**src/design/smc_defs.svh**
```systemverilog
// Offsets, field positions, reset values and timing counts of the serializer mode control
`ifndef SMC_DEFS_SVH
`define SMC_DEFS_SVH

// Register byte offsets
`define SMC_CTRL_OFS 4'h0
`define SMC_STAT_OFS 4'h4
`define SMC_STRAP_OFS 4'h8

// Control register fields
`define SMC_OVR_BIT 0
`define SMC_MODE_LO 1
`define SMC_MODE_HI 2
`define SMC_MAP_BIT 3
`define SMC_SWING_BIT 4
`define SMC_EMPH_LO 5
`define SMC_EMPH_HI 7
`define SMC_BIST_BIT 8
`define SMC_CTRL_W 9
`define SMC_CTRL_RST 9'h000

// Frame lengths per compatibility mode, bits per word
`define SMC_LEN_SAME 3'h4
`define SMC_LEN_LEG_A 3'h5
`define SMC_LEN_LEG_B 3'h6

// Self-test generator seed
`define SMC_LFSR_SEED 7'h7F

// PLL lock wait
`define SMC_CLK_PERIOD_NS 50
`define SMC_PLL_LOCK_NS 1000
`define SMC_PLL_LOCK_CYC ((`SMC_PLL_LOCK_NS + `SMC_CLK_PERIOD_NS - 1) / `SMC_CLK_PERIOD_NS)

`endif

```
**src/design/smc_pkg.sv**
```systemverilog
// Types shared by the serializer mode control modules
package smc_pkg;
	typedef enum logic [1:0] {
		SMC_MODE_SAME_NOFILT = 2'h0,
		SMC_MODE_SAME_FILT = 2'h1,
		SMC_MODE_LEG_A = 2'h2,
		SMC_MODE_LEG_B = 2'h3
	} smc_mode_t;
	typedef enum logic [1:0] {
		SMC_OFF,
		SMC_LOCK,
		SMC_RUN
	} smc_link_st_t;
endpackage

```
**src/design/smc_cfg_if.sv**
```systemverilog
// Synchronised strap levels passed from the strap synchroniser to the top
`timescale 1ns/1ps
`default_nettype none
interface smc_cfg_if;
	logic [1:0] mode_s;
	logic map_s;
	logic pdn_s;
	logic swing_s;
	logic bist_s;
	logic [2:0] emph_s;
	logic [7:0] res_s;
	modport src(output mode_s, map_s, pdn_s, swing_s, bist_s, emph_s, res_s);
	modport dst(input mode_s, map_s, pdn_s, swing_s, bist_s, emph_s, res_s);
endinterface
`default_nettype wire

```
**src/design/smc_top.sv**
```systemverilog
// Serializer mode control: straps or registers select link mode, map, swing, self test
//
// Behaviour
// [RULE1] Each setting comes from its strap or from the control register when overridden.
// [RULE2] Mode 00 talks to same-family receiver with control filter off.
// [RULE3] Mode 01 talks to same-family receiver with control filter on.
// [RULE4] Mode 10 frames the serial stream for the first legacy receiver family.
// [RULE5] Mode 11 frames the serial stream for the older legacy receiver type.
// [RULE6] Map select 1 puts MSBs on lane four, 0 puts LSBs there.
// [RULE7] Power-down input high means normal serializing operation.
// [RULE8] Power-down input low drives both serial outputs high and stops the PLL.
// [RULE9] Control registers are held at reset values while powered down.
// [RULE10] Swing select 1 gives large output swing, 0 the low-power swing.
// [RULE11] Self-test enable 1 enters built-in self test, 0 normal operation.
// [RULE12] The system holds reserved straps low; they are only read back.
// [RULE13] Unconnected straps read as 0.
// [RULE14] Leaving power-down restarts the PLL and runs on default register values.
`timescale 1ns/1ps
`default_nettype none
`include "smc_defs.svh"
module smc_top (
	input wire logic ref_clk, // Parallel clock, 20 MHz
	input wire logic nrst, // Sync reset, active low
	input wire logic ce, // Clock enable, freezes all state when low
	input wire logic [3:0] avs_address, // Avalon byte address
	input wire logic avs_read, // Avalon read
	input wire logic avs_write, // Avalon write
	input wire logic [31:0] avs_writedata, // Avalon write data
	output logic [31:0] avs_readdata, // Avalon read data
	output logic avs_waitrequest, // Avalon wait
	input wire logic [1:0] mode_strap, // Compatibility mode strap
	input wire logic lane_map_sel, // Lane map strap
	input wire logic power_down_n, // Power-down strap, active low
	input wire logic swing_sel, // Output swing strap
	input wire logic [2:0] emphasis_ctrl, // De-emphasis code strap
	input wire logic self_test_en, // Self-test strap
	input wire logic [7:0] reserved_straps, // Reserved, tied low
	input wire logic [3:0] parallel_lvds_lanes, // Recovered lane bits, same clock
	output logic serial_p, // Serial true output level
	output logic serial_n, // Serial inverted output level
	output logic pll_en, // PLL running
	output logic link_active, // PLL locked, stream running
	output logic [1:0] compat_mode, // Mode in force
	output logic filter_on, // Control signal filter on
	output logic swing_hi, // Large output swing
	output logic [2:0] emphasis_out, // De-emphasis code in force
	output logic bist_active // Self test running
);
	smc_cfg_if cfg();
	smc_pkg::smc_link_st_t st;
	smc_pkg::smc_link_st_t next_st;
	logic [`SMC_CTRL_W-1:0] ctrl;
	logic [7:0] lock_cnt;
	logic [2:0] bit_cnt;
	logic [2:0] cur_len;
	logic [5:0] frame_sr;
	logic [6:0] lfsr;
	logic [3:0] lane_prev;
	logic [3:0] lane_held;
	logic [1:0] eff_mode;
	logic eff_map;
	logic eff_swing;
	logic [2:0] eff_emph;
	logic eff_bist;
	logic [3:0] data_word;
	logic word_load;
	logic bus_wr;
	logic [5:0] load_frame;

	smc_strap_sync u_sync (
		.ref_clk(ref_clk),
		.nrst(nrst),
		.ce(ce),
		.strap_raw({reserved_straps, emphasis_ctrl, self_test_en, swing_sel,
			power_down_n, lane_map_sel, mode_strap}),
		.cfg(cfg.src)
	);

	// Frame length for a compatibility mode
	function automatic logic [2:0] frame_len(input logic [1:0] m);
		if (m == smc_pkg::SMC_MODE_LEG_A) begin
			frame_len = `SMC_LEN_LEG_A;
		end else if (m == smc_pkg::SMC_MODE_LEG_B) begin
			frame_len = `SMC_LEN_LEG_B;
		end else begin
			frame_len = `SMC_LEN_SAME;
		end
	endfunction

	// Frame left-aligned in six bits, sent MSB first
	function automatic logic [5:0] build_frame(input logic [1:0] m, input logic [3:0] d);
		if (m == smc_pkg::SMC_MODE_LEG_A) begin
			build_frame = {1'b1, d, 1'b0}; // Start bit then data
		end else if (m == smc_pkg::SMC_MODE_LEG_B) begin
			build_frame = {1'b1, d, 1'b0}; // Start and stop bit
		end else begin
			build_frame = {d, 2'h0};
		end
	endfunction

	// Strap or register source for each setting
	always_comb begin
		if (ctrl[`SMC_OVR_BIT]) begin
			eff_mode = ctrl[`SMC_MODE_HI:`SMC_MODE_LO]; // RULE1
			eff_map = ctrl[`SMC_MAP_BIT];
			eff_swing = ctrl[`SMC_SWING_BIT];
			eff_emph = ctrl[`SMC_EMPH_HI:`SMC_EMPH_LO];
			eff_bist = ctrl[`SMC_BIST_BIT];
		end else begin
			eff_mode = cfg.mode_s; // RULE1
			eff_map = cfg.map_s;
			eff_swing = cfg.swing_s;
			eff_emph = cfg.emph_s;
			eff_bist = cfg.bist_s;
		end
	end

	// Lane order: lane four MSB as is, otherwise bit-reversed; self test replaces data
	always_comb begin
		if (eff_bist) begin
			data_word = lfsr[3:0]; // RULE11
		end else if (eff_map) begin
			data_word = lane_held; // RULE6
		end else begin
			data_word = {lane_held[0], lane_held[1], lane_held[2], lane_held[3]}; // RULE6
		end
	end

	assign word_load = (st == smc_pkg::SMC_RUN) && (bit_cnt == 3'h0);
	assign bus_wr = avs_write && !avs_waitrequest && (avs_address == `SMC_CTRL_OFS);
	assign load_frame = build_frame(eff_mode, data_word);

	// Control register; forced to reset while powered down so wake-up uses defaults
	always_ff @(posedge ref_clk) begin
		if (!nrst) begin
			ctrl <= `SMC_CTRL_RST;
		end else if (ce) begin
			if (!cfg.pdn_s) begin
				ctrl <= `SMC_CTRL_RST; // RULE9 RULE14
			end else if (bus_wr) begin
				ctrl <= avs_writedata[`SMC_CTRL_W-1:0];
			end
		end
	end

	// Bus answer one cycle after the request, so waitrequest comes from a flop
	always_ff @(posedge ref_clk) begin
		if (!nrst) begin
			avs_waitrequest <= 1'b1;
		end else if (ce) begin
			avs_waitrequest <= !((avs_read || avs_write) && avs_waitrequest);
		end
	end

	// Read data captured with the request, valid while waitrequest is low
	always_ff @(posedge ref_clk) begin
		if (!nrst) begin
			avs_readdata <= 32'h00000000;
		end else if (ce && avs_read && avs_waitrequest) begin
			if (avs_address == `SMC_CTRL_OFS) begin
				avs_readdata <= {23'h0, ctrl};
			end else if (avs_address == `SMC_STAT_OFS) begin
				avs_readdata <= {22'h0, eff_bist, eff_emph, eff_swing, eff_map,
					eff_mode, !cfg.pdn_s, link_active};
			end else if (avs_address == `SMC_STRAP_OFS) begin
				avs_readdata <= {15'h0, cfg.res_s, cfg.emph_s, cfg.bist_s, // RULE12
					cfg.swing_s, cfg.pdn_s, cfg.map_s, cfg.mode_s};
			end else begin
				avs_readdata <= 32'h00000000; // Unmapped reads zero
			end
		end
	end

	// Link state: off in power-down, lock wait after wake, then run
	always_comb begin
		next_st = st;
		case (st)
			smc_pkg::SMC_OFF: begin
				if (cfg.pdn_s) begin
					next_st = smc_pkg::SMC_LOCK; // RULE14
				end
			end
			smc_pkg::SMC_LOCK: begin
				if (!cfg.pdn_s) begin
					next_st = smc_pkg::SMC_OFF; // RULE8
				end else if (lock_cnt == 8'(`SMC_PLL_LOCK_CYC - 1)) begin
					next_st = smc_pkg::SMC_RUN; // RULE7
				end
			end
			default: begin
				if (!cfg.pdn_s) begin
					next_st = smc_pkg::SMC_OFF; // RULE8
				end
			end
		endcase
	end

	always_ff @(posedge ref_clk) begin
		if (!nrst) begin
			st <= smc_pkg::SMC_OFF;
		end else if (ce) begin
			st <= next_st;
		end
	end

	// Lock wait counter, cleared whenever not locking
	always_ff @(posedge ref_clk) begin
		if (!nrst) begin
			lock_cnt <= 8'h00;
		end else if (ce) begin
			lock_cnt <= (st == smc_pkg::SMC_LOCK) ? lock_cnt + 8'h01 : 8'h00;
		end
	end

	// Control filter: a lane change passes only once seen twice in a row
	always_ff @(posedge ref_clk) begin
		if (!nrst) begin
			lane_prev <= 4'h0;
			lane_held <= 4'h0;
		end else if (ce) begin
			lane_prev <= parallel_lvds_lanes;
			if (eff_mode != smc_pkg::SMC_MODE_SAME_FILT) begin
				lane_held <= parallel_lvds_lanes; // RULE2 RULE4 RULE5
			end else if (parallel_lvds_lanes == lane_prev) begin
				lane_held <= parallel_lvds_lanes; // RULE3
			end
		end
	end

	// Self-test pattern, advances once per word
	always_ff @(posedge ref_clk) begin
		if (!nrst) begin
			lfsr <= `SMC_LFSR_SEED;
		end else if (ce && word_load) begin
			lfsr <= {lfsr[5:0], lfsr[6] ^ lfsr[5]};
		end
	end

	// Frame shifter; mode is sampled at each word start so frames never tear
	always_ff @(posedge ref_clk) begin
		if (!nrst) begin
			bit_cnt <= 3'h0;
			cur_len <= `SMC_LEN_SAME;
			frame_sr <= 6'h00;
		end else if (ce) begin
			if (st != smc_pkg::SMC_RUN) begin
				bit_cnt <= 3'h0;
			end else if (word_load) begin
				cur_len <= frame_len(eff_mode); // RULE4 RULE5
				frame_sr <= load_frame; // RULE4 RULE5
				bit_cnt <= frame_len(eff_mode) - 3'h1;
			end else begin
				frame_sr <= {frame_sr[4:0], 1'b0};
				bit_cnt <= bit_cnt - 3'h1;
			end
		end
	end

	// Serial levels: both high in power-down, idle low while locking
	always_ff @(posedge ref_clk) begin
		if (!nrst) begin
			serial_p <= 1'b1;
			serial_n <= 1'b1;
		end else if (ce) begin
			if (next_st == smc_pkg::SMC_OFF) begin
				serial_p <= 1'b1; // RULE8
				serial_n <= 1'b1;
			end else if (st == smc_pkg::SMC_RUN) begin
				serial_p <= word_load ? load_frame[5] : frame_sr[4];
				serial_n <= word_load ? !load_frame[5] : !frame_sr[4];
			end else begin
				serial_p <= 1'b0;
				serial_n <= 1'b1;
			end
		end
	end

	// Status outputs, registered from the settings in force
	always_ff @(posedge ref_clk) begin
		if (!nrst) begin
			pll_en <= 1'b0;
			link_active <= 1'b0;
			compat_mode <= 2'h0;
			filter_on <= 1'b0;
			swing_hi <= 1'b0;
			emphasis_out <= 3'h0;
			bist_active <= 1'b0;
		end else if (ce) begin
			pll_en <= next_st != smc_pkg::SMC_OFF; // RULE8 RULE14
			link_active <= next_st == smc_pkg::SMC_RUN; // RULE7
			compat_mode <= eff_mode;
			filter_on <= eff_mode == smc_pkg::SMC_MODE_SAME_FILT; // RULE2 RULE3
			swing_hi <= eff_swing; // RULE10
			emphasis_out <= eff_emph;
			bist_active <= eff_bist; // RULE11
		end
	end
endmodule
`default_nettype wire

```
**src/design/smc_strap_sync.sv**
```systemverilog
// Two-stage synchroniser for all strap pins
`timescale 1ns/1ps
`default_nettype none
module smc_strap_sync (
	input wire logic ref_clk, // Parallel clock
	input wire logic nrst, // Sync reset, active low
	input wire logic ce, // Clock enable
	input wire logic [16:0] strap_raw, // Raw strap pins
	smc_cfg_if.src cfg // Synchronised straps
);
	logic [16:0] meta;
	logic [16:0] sync;

	// One synchroniser per strap bit; reset to 0 like an open pin with pulldown
	genvar i;
	generate
		for (i = 0; i < 17; i++) begin : g_bit
			always_ff @(posedge ref_clk) begin
				if (!nrst) begin
					meta[i] <= 1'b0; // RULE13
					sync[i] <= 1'b0;
				end else if (ce) begin
					meta[i] <= strap_raw[i];
					sync[i] <= meta[i];
				end
			end
		end
	endgenerate

	// Unpack into named straps
	assign cfg.mode_s = sync[1:0];
	assign cfg.map_s = sync[2];
	assign cfg.pdn_s = sync[3];
	assign cfg.swing_s = sync[4];
	assign cfg.bist_s = sync[5];
	assign cfg.emph_s = sync[8:6];
	assign cfg.res_s = sync[16:9];
endmodule
`default_nettype wire

```
**config.mk**
```make
export PLATFORM = sky130hd
export DESIGN_NAME = smc_top
export DESIGN_NICKNAME = d
export VERILOG_FILES = /design/src/design/smc_pkg.sv /design/src/design/smc_cfg_if.sv /design/src/design/smc_top.sv /design/src/design/smc_strap_sync.sv
export VERILOG_INCLUDE_DIRS = /design/src /design/src/design
export SDC_FILE = /design/constraint.sdc
export NUM_CORES = 1
export LEC_CHECK = 0
export BUFFER_PORTS_ARGS = -buffer_cell sky130_fd_sc_hd__clkbuf_2
export CAP_MARGIN = 20
export CORE_MARGIN = 3
export CORE_UTILIZATION = 46
export CTS_BUF_LIST = sky130_fd_sc_hd__clkbuf_2 sky130_fd_sc_hd__clkbuf_4 sky130_fd_sc_hd__clkbuf_8
export DETAILED_ROUTE_END_ITERATION = 6
export PLACE_DENSITY = 0.8
export SYNTH_ARGS = -nofsm -noshare
export SYNTH_HDL_FRONTEND = slang
export SYNTH_SLANG_ARGS = --single-unit
```
**constraint.sdc**
```tcl
create_clock -name ref_clk -period 2.1 [get_ports ref_clk]
set_input_delay 0.21 -clock ref_clk [delete_from_list [all_inputs] [get_ports ref_clk]]
set_output_delay 0.21 -clock ref_clk [all_outputs]
set_load 0.05 [all_outputs]
```
# --- Word-level counts from Yosys, hierarchy flattened ---
# Cells that the tools add are included.
totals:
  output_inout_bits: 45
  elab_cells: 130
  regBits: 121
  input_bits: 62
op_classes:
  n_eq_ne: 13
  n_bitwise: 2
  reduce_logical: 22
  muxes: 37
  add_sub_neg: 3
ops:
  columns: ["cell", "n"]
  rows:
  - ["17-bit 2-to-1 mux", 3]
  - ["3-bit 2-to-1 mux", 7]
  - ["9-bit 2-to-1 mux", 2]
  - ["4-bit 2-to-1 mux", 4]
  - ["2-bit 2-to-1 mux", 7]
  - ["6-bit 2-to-1 mux", 2]
  - ["1-bit 2-to-1 mux", 9]
  - ["8-bit by 1-bit adder with 8-bit output, second input constant", 1]
  - ["2-bit equality test, second input constant", 4]
  - ["8-bit by 5-bit equality test with 1-bit output, second input constant", 1]
  - ["8-bit 2-to-1 mux", 1]
  - ["1-bit logical AND", 7]
  - ["2-bit AND reduction", 3]
  - ["3-bit by 1-bit subtractor with 3-bit output, second input constant", 2]
  - ["1-bit logical NOT", 5]
  - ["5-bit 2-to-1 mux", 1]
  - ["2-bit by 1-bit equality test with 1-bit output, second input constant", 2]
  - ["4-bit by 3-bit equality test with 1-bit output, second input constant", 1]
  - ["4-bit equality test", 1]
  - ["4-bit equality test, second input constant", 1]
  - ["2-bit logical NOT", 2]
  - ["4-bit logical NOT", 1]
  - ["2-bit != test, second input constant", 2]
  - ["2-bit case mux with 2 select lines", 1]
  - ["other kinds (6)", 7]

# --- Logic depth before layout (Yosys ltp) ---
logic_depth:
  word_depth: 11
  mapped_depth: 8
  mapped_depth_nobuf: 7

# --- Hierarchy ---
# A second synthesis with hierarchy kept.
hier_totals:
  cells_unflattened: 491
  hier_area_um2: 4703.3
by_module_without_submodules:
  columns: ["mod", "instances", "seq_area_each_um2", "area_each_um2", "cells_per_inst"]
  rows:
  - ["smc_top", 1, 1421.4, 3387.0, 382]
  - ["smc_strap_sync", 1, 680.7, 1316.3, 109]

# --- Least setup slack after synthesis ---
# No wires, ideal clock.
synth_timing:
  kind: "register -> register"
  startpoint: "reg avs_waitrequest"
  endpoint: "reg avs_readdata[10]"
  slack_ns: 0.308
  path_stages_with_launch: 6
  setup_time_ns: 0.066
  arrival_ns: 1.727
  required_ns: 2.034
  cell_sequence: "dfxtp_1 -> nand3_2 -> or3_1 -> nor2_4 -> a22oi_1 -> nor2b_1"
synth_between:
  elab_chain_cells: 1
synth_lines:
  columns: ["item", "line", "source"]
  rows:
  - ["start: declaration", "smc_top.sv:30", "output logic avs_waitrequest,"]
  - ["start signal: assignment", "smc_top.sv:151", "avs_waitrequest <= !((avs_read || avs_write) && avs_waitrequest);"]
  - ["1-bit logical AND", "smc_top.sv:159", "end else if (ce && avs_read && avs_waitrequest) begin"]
  - ["end signal: assignment", "smc_top.sv:161", "avs_readdata <= {23'h0, ctrl};"]
  - ["end signal: assignment", "smc_top.sv:163", "avs_readdata <= {22'h0, eff_bist, eff_emph, eff_swing, eff_map,"]
  - ["end signal: assignment", "smc_top.sv:166", "avs_readdata <= {15'h0, cfg.res_s, cfg.emph_s, cfg.bist_s,"]
  - ["end: declaration", "smc_top.sv:29", "output logic [31:0] avs_readdata,"]
# No other way between the ends.
# A chain may end at the register's enable or synchronous reset.

# --- Worst setup path in the final report ---
layout_timing:
  startpoint: "reg ctrl[0]"
  endpoint: "reg frame_sr[2]"
layout_between:
  elab_chain_cells: 6
  elab_cells_between_ends: 10
  classes_between: "2 x eq/ne; 8 x mux"
layout_lines:
  columns: ["item", "line", "source"]
  rows:
  - ["start: declaration", "smc_top.sv:52", "logic [`SMC_CTRL_W-1:0] ctrl;"]
  - ["start signal: assignment", "smc_top.sv:136", "ctrl <= `SMC_CTRL_RST;"]
  - ["start signal: assignment", "smc_top.sv:139", "ctrl <= `SMC_CTRL_RST;"]
  - ["start signal: assignment", "smc_top.sv:141", "ctrl <= avs_writedata[`SMC_CTRL_W-1:0];"]
  - ["1-bit 2-to-1 mux", "smc_top.sv:103", "if (ctrl[`SMC_OVR_BIT]) begin"]
  - ["4-bit 2-to-1 mux", "smc_top.sv:122", "end else if (eff_map) begin"]
  - ["4-bit 2-to-1 mux", "smc_top.sv:120", "if (eff_bist) begin"]
  - ["6-bit 2-to-1 mux", "smc_top.sv:94", "end else if (m == smc_pkg::SMC_MODE_LEG_B) begin"]
  - ["6-bit 2-to-1 mux *", "smc_top.sv:92", "if (m == smc_pkg::SMC_MODE_LEG_A) begin"]
  - ["5-bit 2-to-1 mux *", "smc_top.sv:248", "end else if (word_load) begin"]
  - ["end signal: assignment", "smc_top.sv:250", "frame_sr <= load_frame;"]
  - ["end signal: assignment", "smc_top.sv:253", "frame_sr <= {frame_sr[4:0], 1'b0};"]
  - ["end: declaration", "smc_top.sv:56", "logic [5:0] frame_sr;"]
# Mark *: on every way between the ends. The rest lies on a longest branch, timed or not.

==> metrics <==
Worst Hold Slack=0.0220 ns; final hold vios=0; max_cap viols=0; fmax=0.537 GHz; startpoint class of the critical path=flop; predominant post-synthesis flop cell=dfxtp_1; DP Worst Slack=0.258 ns; Tot Pwr=4.06 mW; RSZ-0062 raised after global routing=no; root buffer cell=clkbuf_8; TNS Setup=0 ns; FFs w/ async S/R, synth=0%; Worst Tran Pin Value=0.739 ns; # hold bufs at CTS=0; post-route cell area=0.00541 mm^2; CP Data Required Time=2.38 ns; FILL cells=872; Port-buffer cells=68; grt total ovfl=0; initial drt markers=178; largest net degree at the start of global routing=83; final setup fails=0; Diodes inserted=0; Worst Hold Class=input pin to flop; later-pin clock latency in the skew report=0.39 ns; clk slew on worst S/H paths=0.11 ns; status=complete, no violations; sequential-to-total area share from yosys stat=44.7%; Core Util, Final=54.8%; Tot GR Track Use=18.8%; Setup WS post-layout=0.238 ns; DP Wirelength=7290 um; flop2flop setup slack=0.24 ns; Mapped Cells=483; # DRC=0; first-pass GRT wire length=17,100 um; P&R area growth vs syn=14.9%; Worst setup EP type=flop; number of CTS-inserted buffers=9; antenna violations before repair=0; critical path class=flop to flop; dpl cell area=0.00515 mm^2; Crit path arrival time=2.14 ns; Mapped Area=0.00471 mm^2; Mean Syn Cell Area=9.74 um^2; DRT Pass-1 Iters=4; Longest Clk Path Bufs=2; RD Place Congestion=0.867; number of slew-limit violations in the final report=0; Rel. slew slack=50.6%; DIE AREA=0.0115 mm^2; Via Count=3,602; Initial Utilization=47.7%; number of top-level pins=107; FP Rows=36; Distinct cells, synth=57; vias in the first global route=3,459; chip width=107 um; placed cells=668; DIE HEIGHT=107 um; antenna viol nets, final=0; ratio of cells with drive above 1 in the final layout=20.3%; #FFs+latches synth=105; wire per inst=15.1 um; CORE AREA=0.00986 mm^2; CTS tree=yes; Leak=2.31 nW; Layout Skew=0.0106 ns; Syn. warnings=0; worst-path fanout max=11; Pwr Density=751 mW/mm^2; number of synthesized flops with an enable pin=0; H-tree depth=3; post-CTS setup buffer count=0; Final #Nets=610; # resized after CTS=0; Tmin final=1.86 ns; post-DR vias/cell=5.27; final instance count without filler cells=684; clock sinks=105; routed wire length=10,300 um; Tcrit/Tclk final=88.7%; maximum vdd drop=0.553 mV
[final cells by class]
| cell class | instances | area (um^2) | area share (%) |
|---|---|---|---|
| Timing Repair Buffer | 82 | 473 | 8.75 |
| Multi-Input combinational cell | 344 | 2390 | 44.3 |
| Sequential cell | 105 | 2100 | 38.9 |
| Clock inverter | 7 | 133 | 2.45 |
| Tap cell | 133 | 166 | 3.08 |
| Clock buffer | 9 | 124 | 2.29 |
| Inverter | 4 | 15.0 | 0.278 |
[layer usage]
layer	vias to the layer above	track usage, %	part of all wire (%)
met2	107	30.2	48
met4	0	7.76	1.8
li1	1794	-	-
met3	17	6.38	7.7
met1	1684	23.1	42
met5	-	0	0
[where the power goes]
group | total (mW) | internal, mW | switching [mW] | leakage [nW]
clock network | 1.56 | 0.820 | 0.737 | 0.130
logic | 0.420 | 0.152 | 0.268 | 1.32
registers | 2.08 | 2.04 | 0.0371 | 0.854
[critical path, stage by stage, from the launching register on]
cell and delay, ns:
dfxtp_1 0.51, buf_4 0.26, mux2i_1 0.21, buf_4 0.22
mux2i_4 0.26, o21ai_2 0.07, a41o_1 0.23
[sequential cells by signal, indices dropped and copies added, names as in the netlist, 3 cells and up]
register / cells
frame_sr: 4
emphasis_out: 3
lane_prev: 4
u_sync.meta: 17
lane_held: 4
u_sync.cfg.res_s: 8
lock_cnt: 8
lfsr: 7
ctrl: 9
u_sync.cfg.emph_s: 3
avs_readdata: 17
bit_cnt: 3
[cells by family (layout without fill, tap and decap cells)]
group,Yosys count,in the layout,share of synthesized area (%)
adder cells (fa/ha/maj),2,2,0.532
other,1,15,0.0797
AND/OR/NAND/NOR,168,168,19.4
flip-flops,105,105,44.7
XOR/XNOR,12,12,2.23
AO/OA/AOI/OAI,87,87,14.0
multiplexers,60,60,13.5
buffers and inverters,48,102,5.58
[synthesized netlist by cell type, drive strengths merged (2+ instances only)]
| library cell | count | share of area [%] |
|---|---|---|
| and2 | 6 | 0.80 |
| o21ai | 16 | 1.8 |
| o31ai | 2 | 0.61 |
| a22o | 9 | 1.7 |
| o211a | 7 | 1.5 |
| nor2 | 24 | 2.1 |
| buf | 30 | 4.1 |
| xnor2 | 3 | 0.56 |
| nor3 | 3 | 0.56 |
| nand2b | 3 | 0.40 |
| xor2 | 9 | 1.7 |
| nand4 | 3 | 0.40 |
| o211ai | 3 | 0.48 |
| inv | 3 | 0.24 |
| mux2 | 2 | 0.64 |
| a211oi | 8 | 1.3 |
| a22oi | 14 | 2.2 |
| clkbuf | 14 | 1.1 |
| nor4b | 2 | 0.37 |
| ha | 2 | 0.53 |
| nand3 | 19 | 2.1 |
| nand2 | 36 | 2.9 |
| nor2b | 64 | 8.5 |
| dfxtp | 105 | 45 |
| and3 | 2 | 0.27 |
| mux2i | 58 | 13 |
| a31oi | 6 | 0.80 |
| a21boi | 2 | 0.32 |
| a21oi | 9 | 1.0 |
| o2bb2ai | 3 | 0.56 |
[layout by cell type, fill, tap and decap left out, types with 9 or more instances in the layout]
cell type  count
dfxtp_1      105
clkbuf_2      67
nor2b_1       64
mux2i_1       56
nand2_1       36
nor2_1        22
nand3_1       18
o21ai_0       15
conb_1        15
a22oi_1       14
buf_4         13
a22o_1         9
xor2_1         9
clkbuf_8       9
[worst paths after layout]
path / depth (start not counted) / end / startpoint
worst min-delay path: 2 / ctrl[7]$_SDFFE_PN0P_ / avs_writedata[7]
worst min register to register: 2 / lfsr[4]$_SDFFE_PN1P_ / lfsr[4]$_SDFFE_PN1P_
worst max register to register: 6 / frame_sr[2]$_SDFFE_PN0P_ / ctrl[0]$_SDFFE_PN0P_
worst max-delay path: 6 / frame_sr[2]$_SDFFE_PN0P_ / ctrl[0]$_SDFFE_PN0P_
Note: power is estimated with default switching activity, not from simulation.
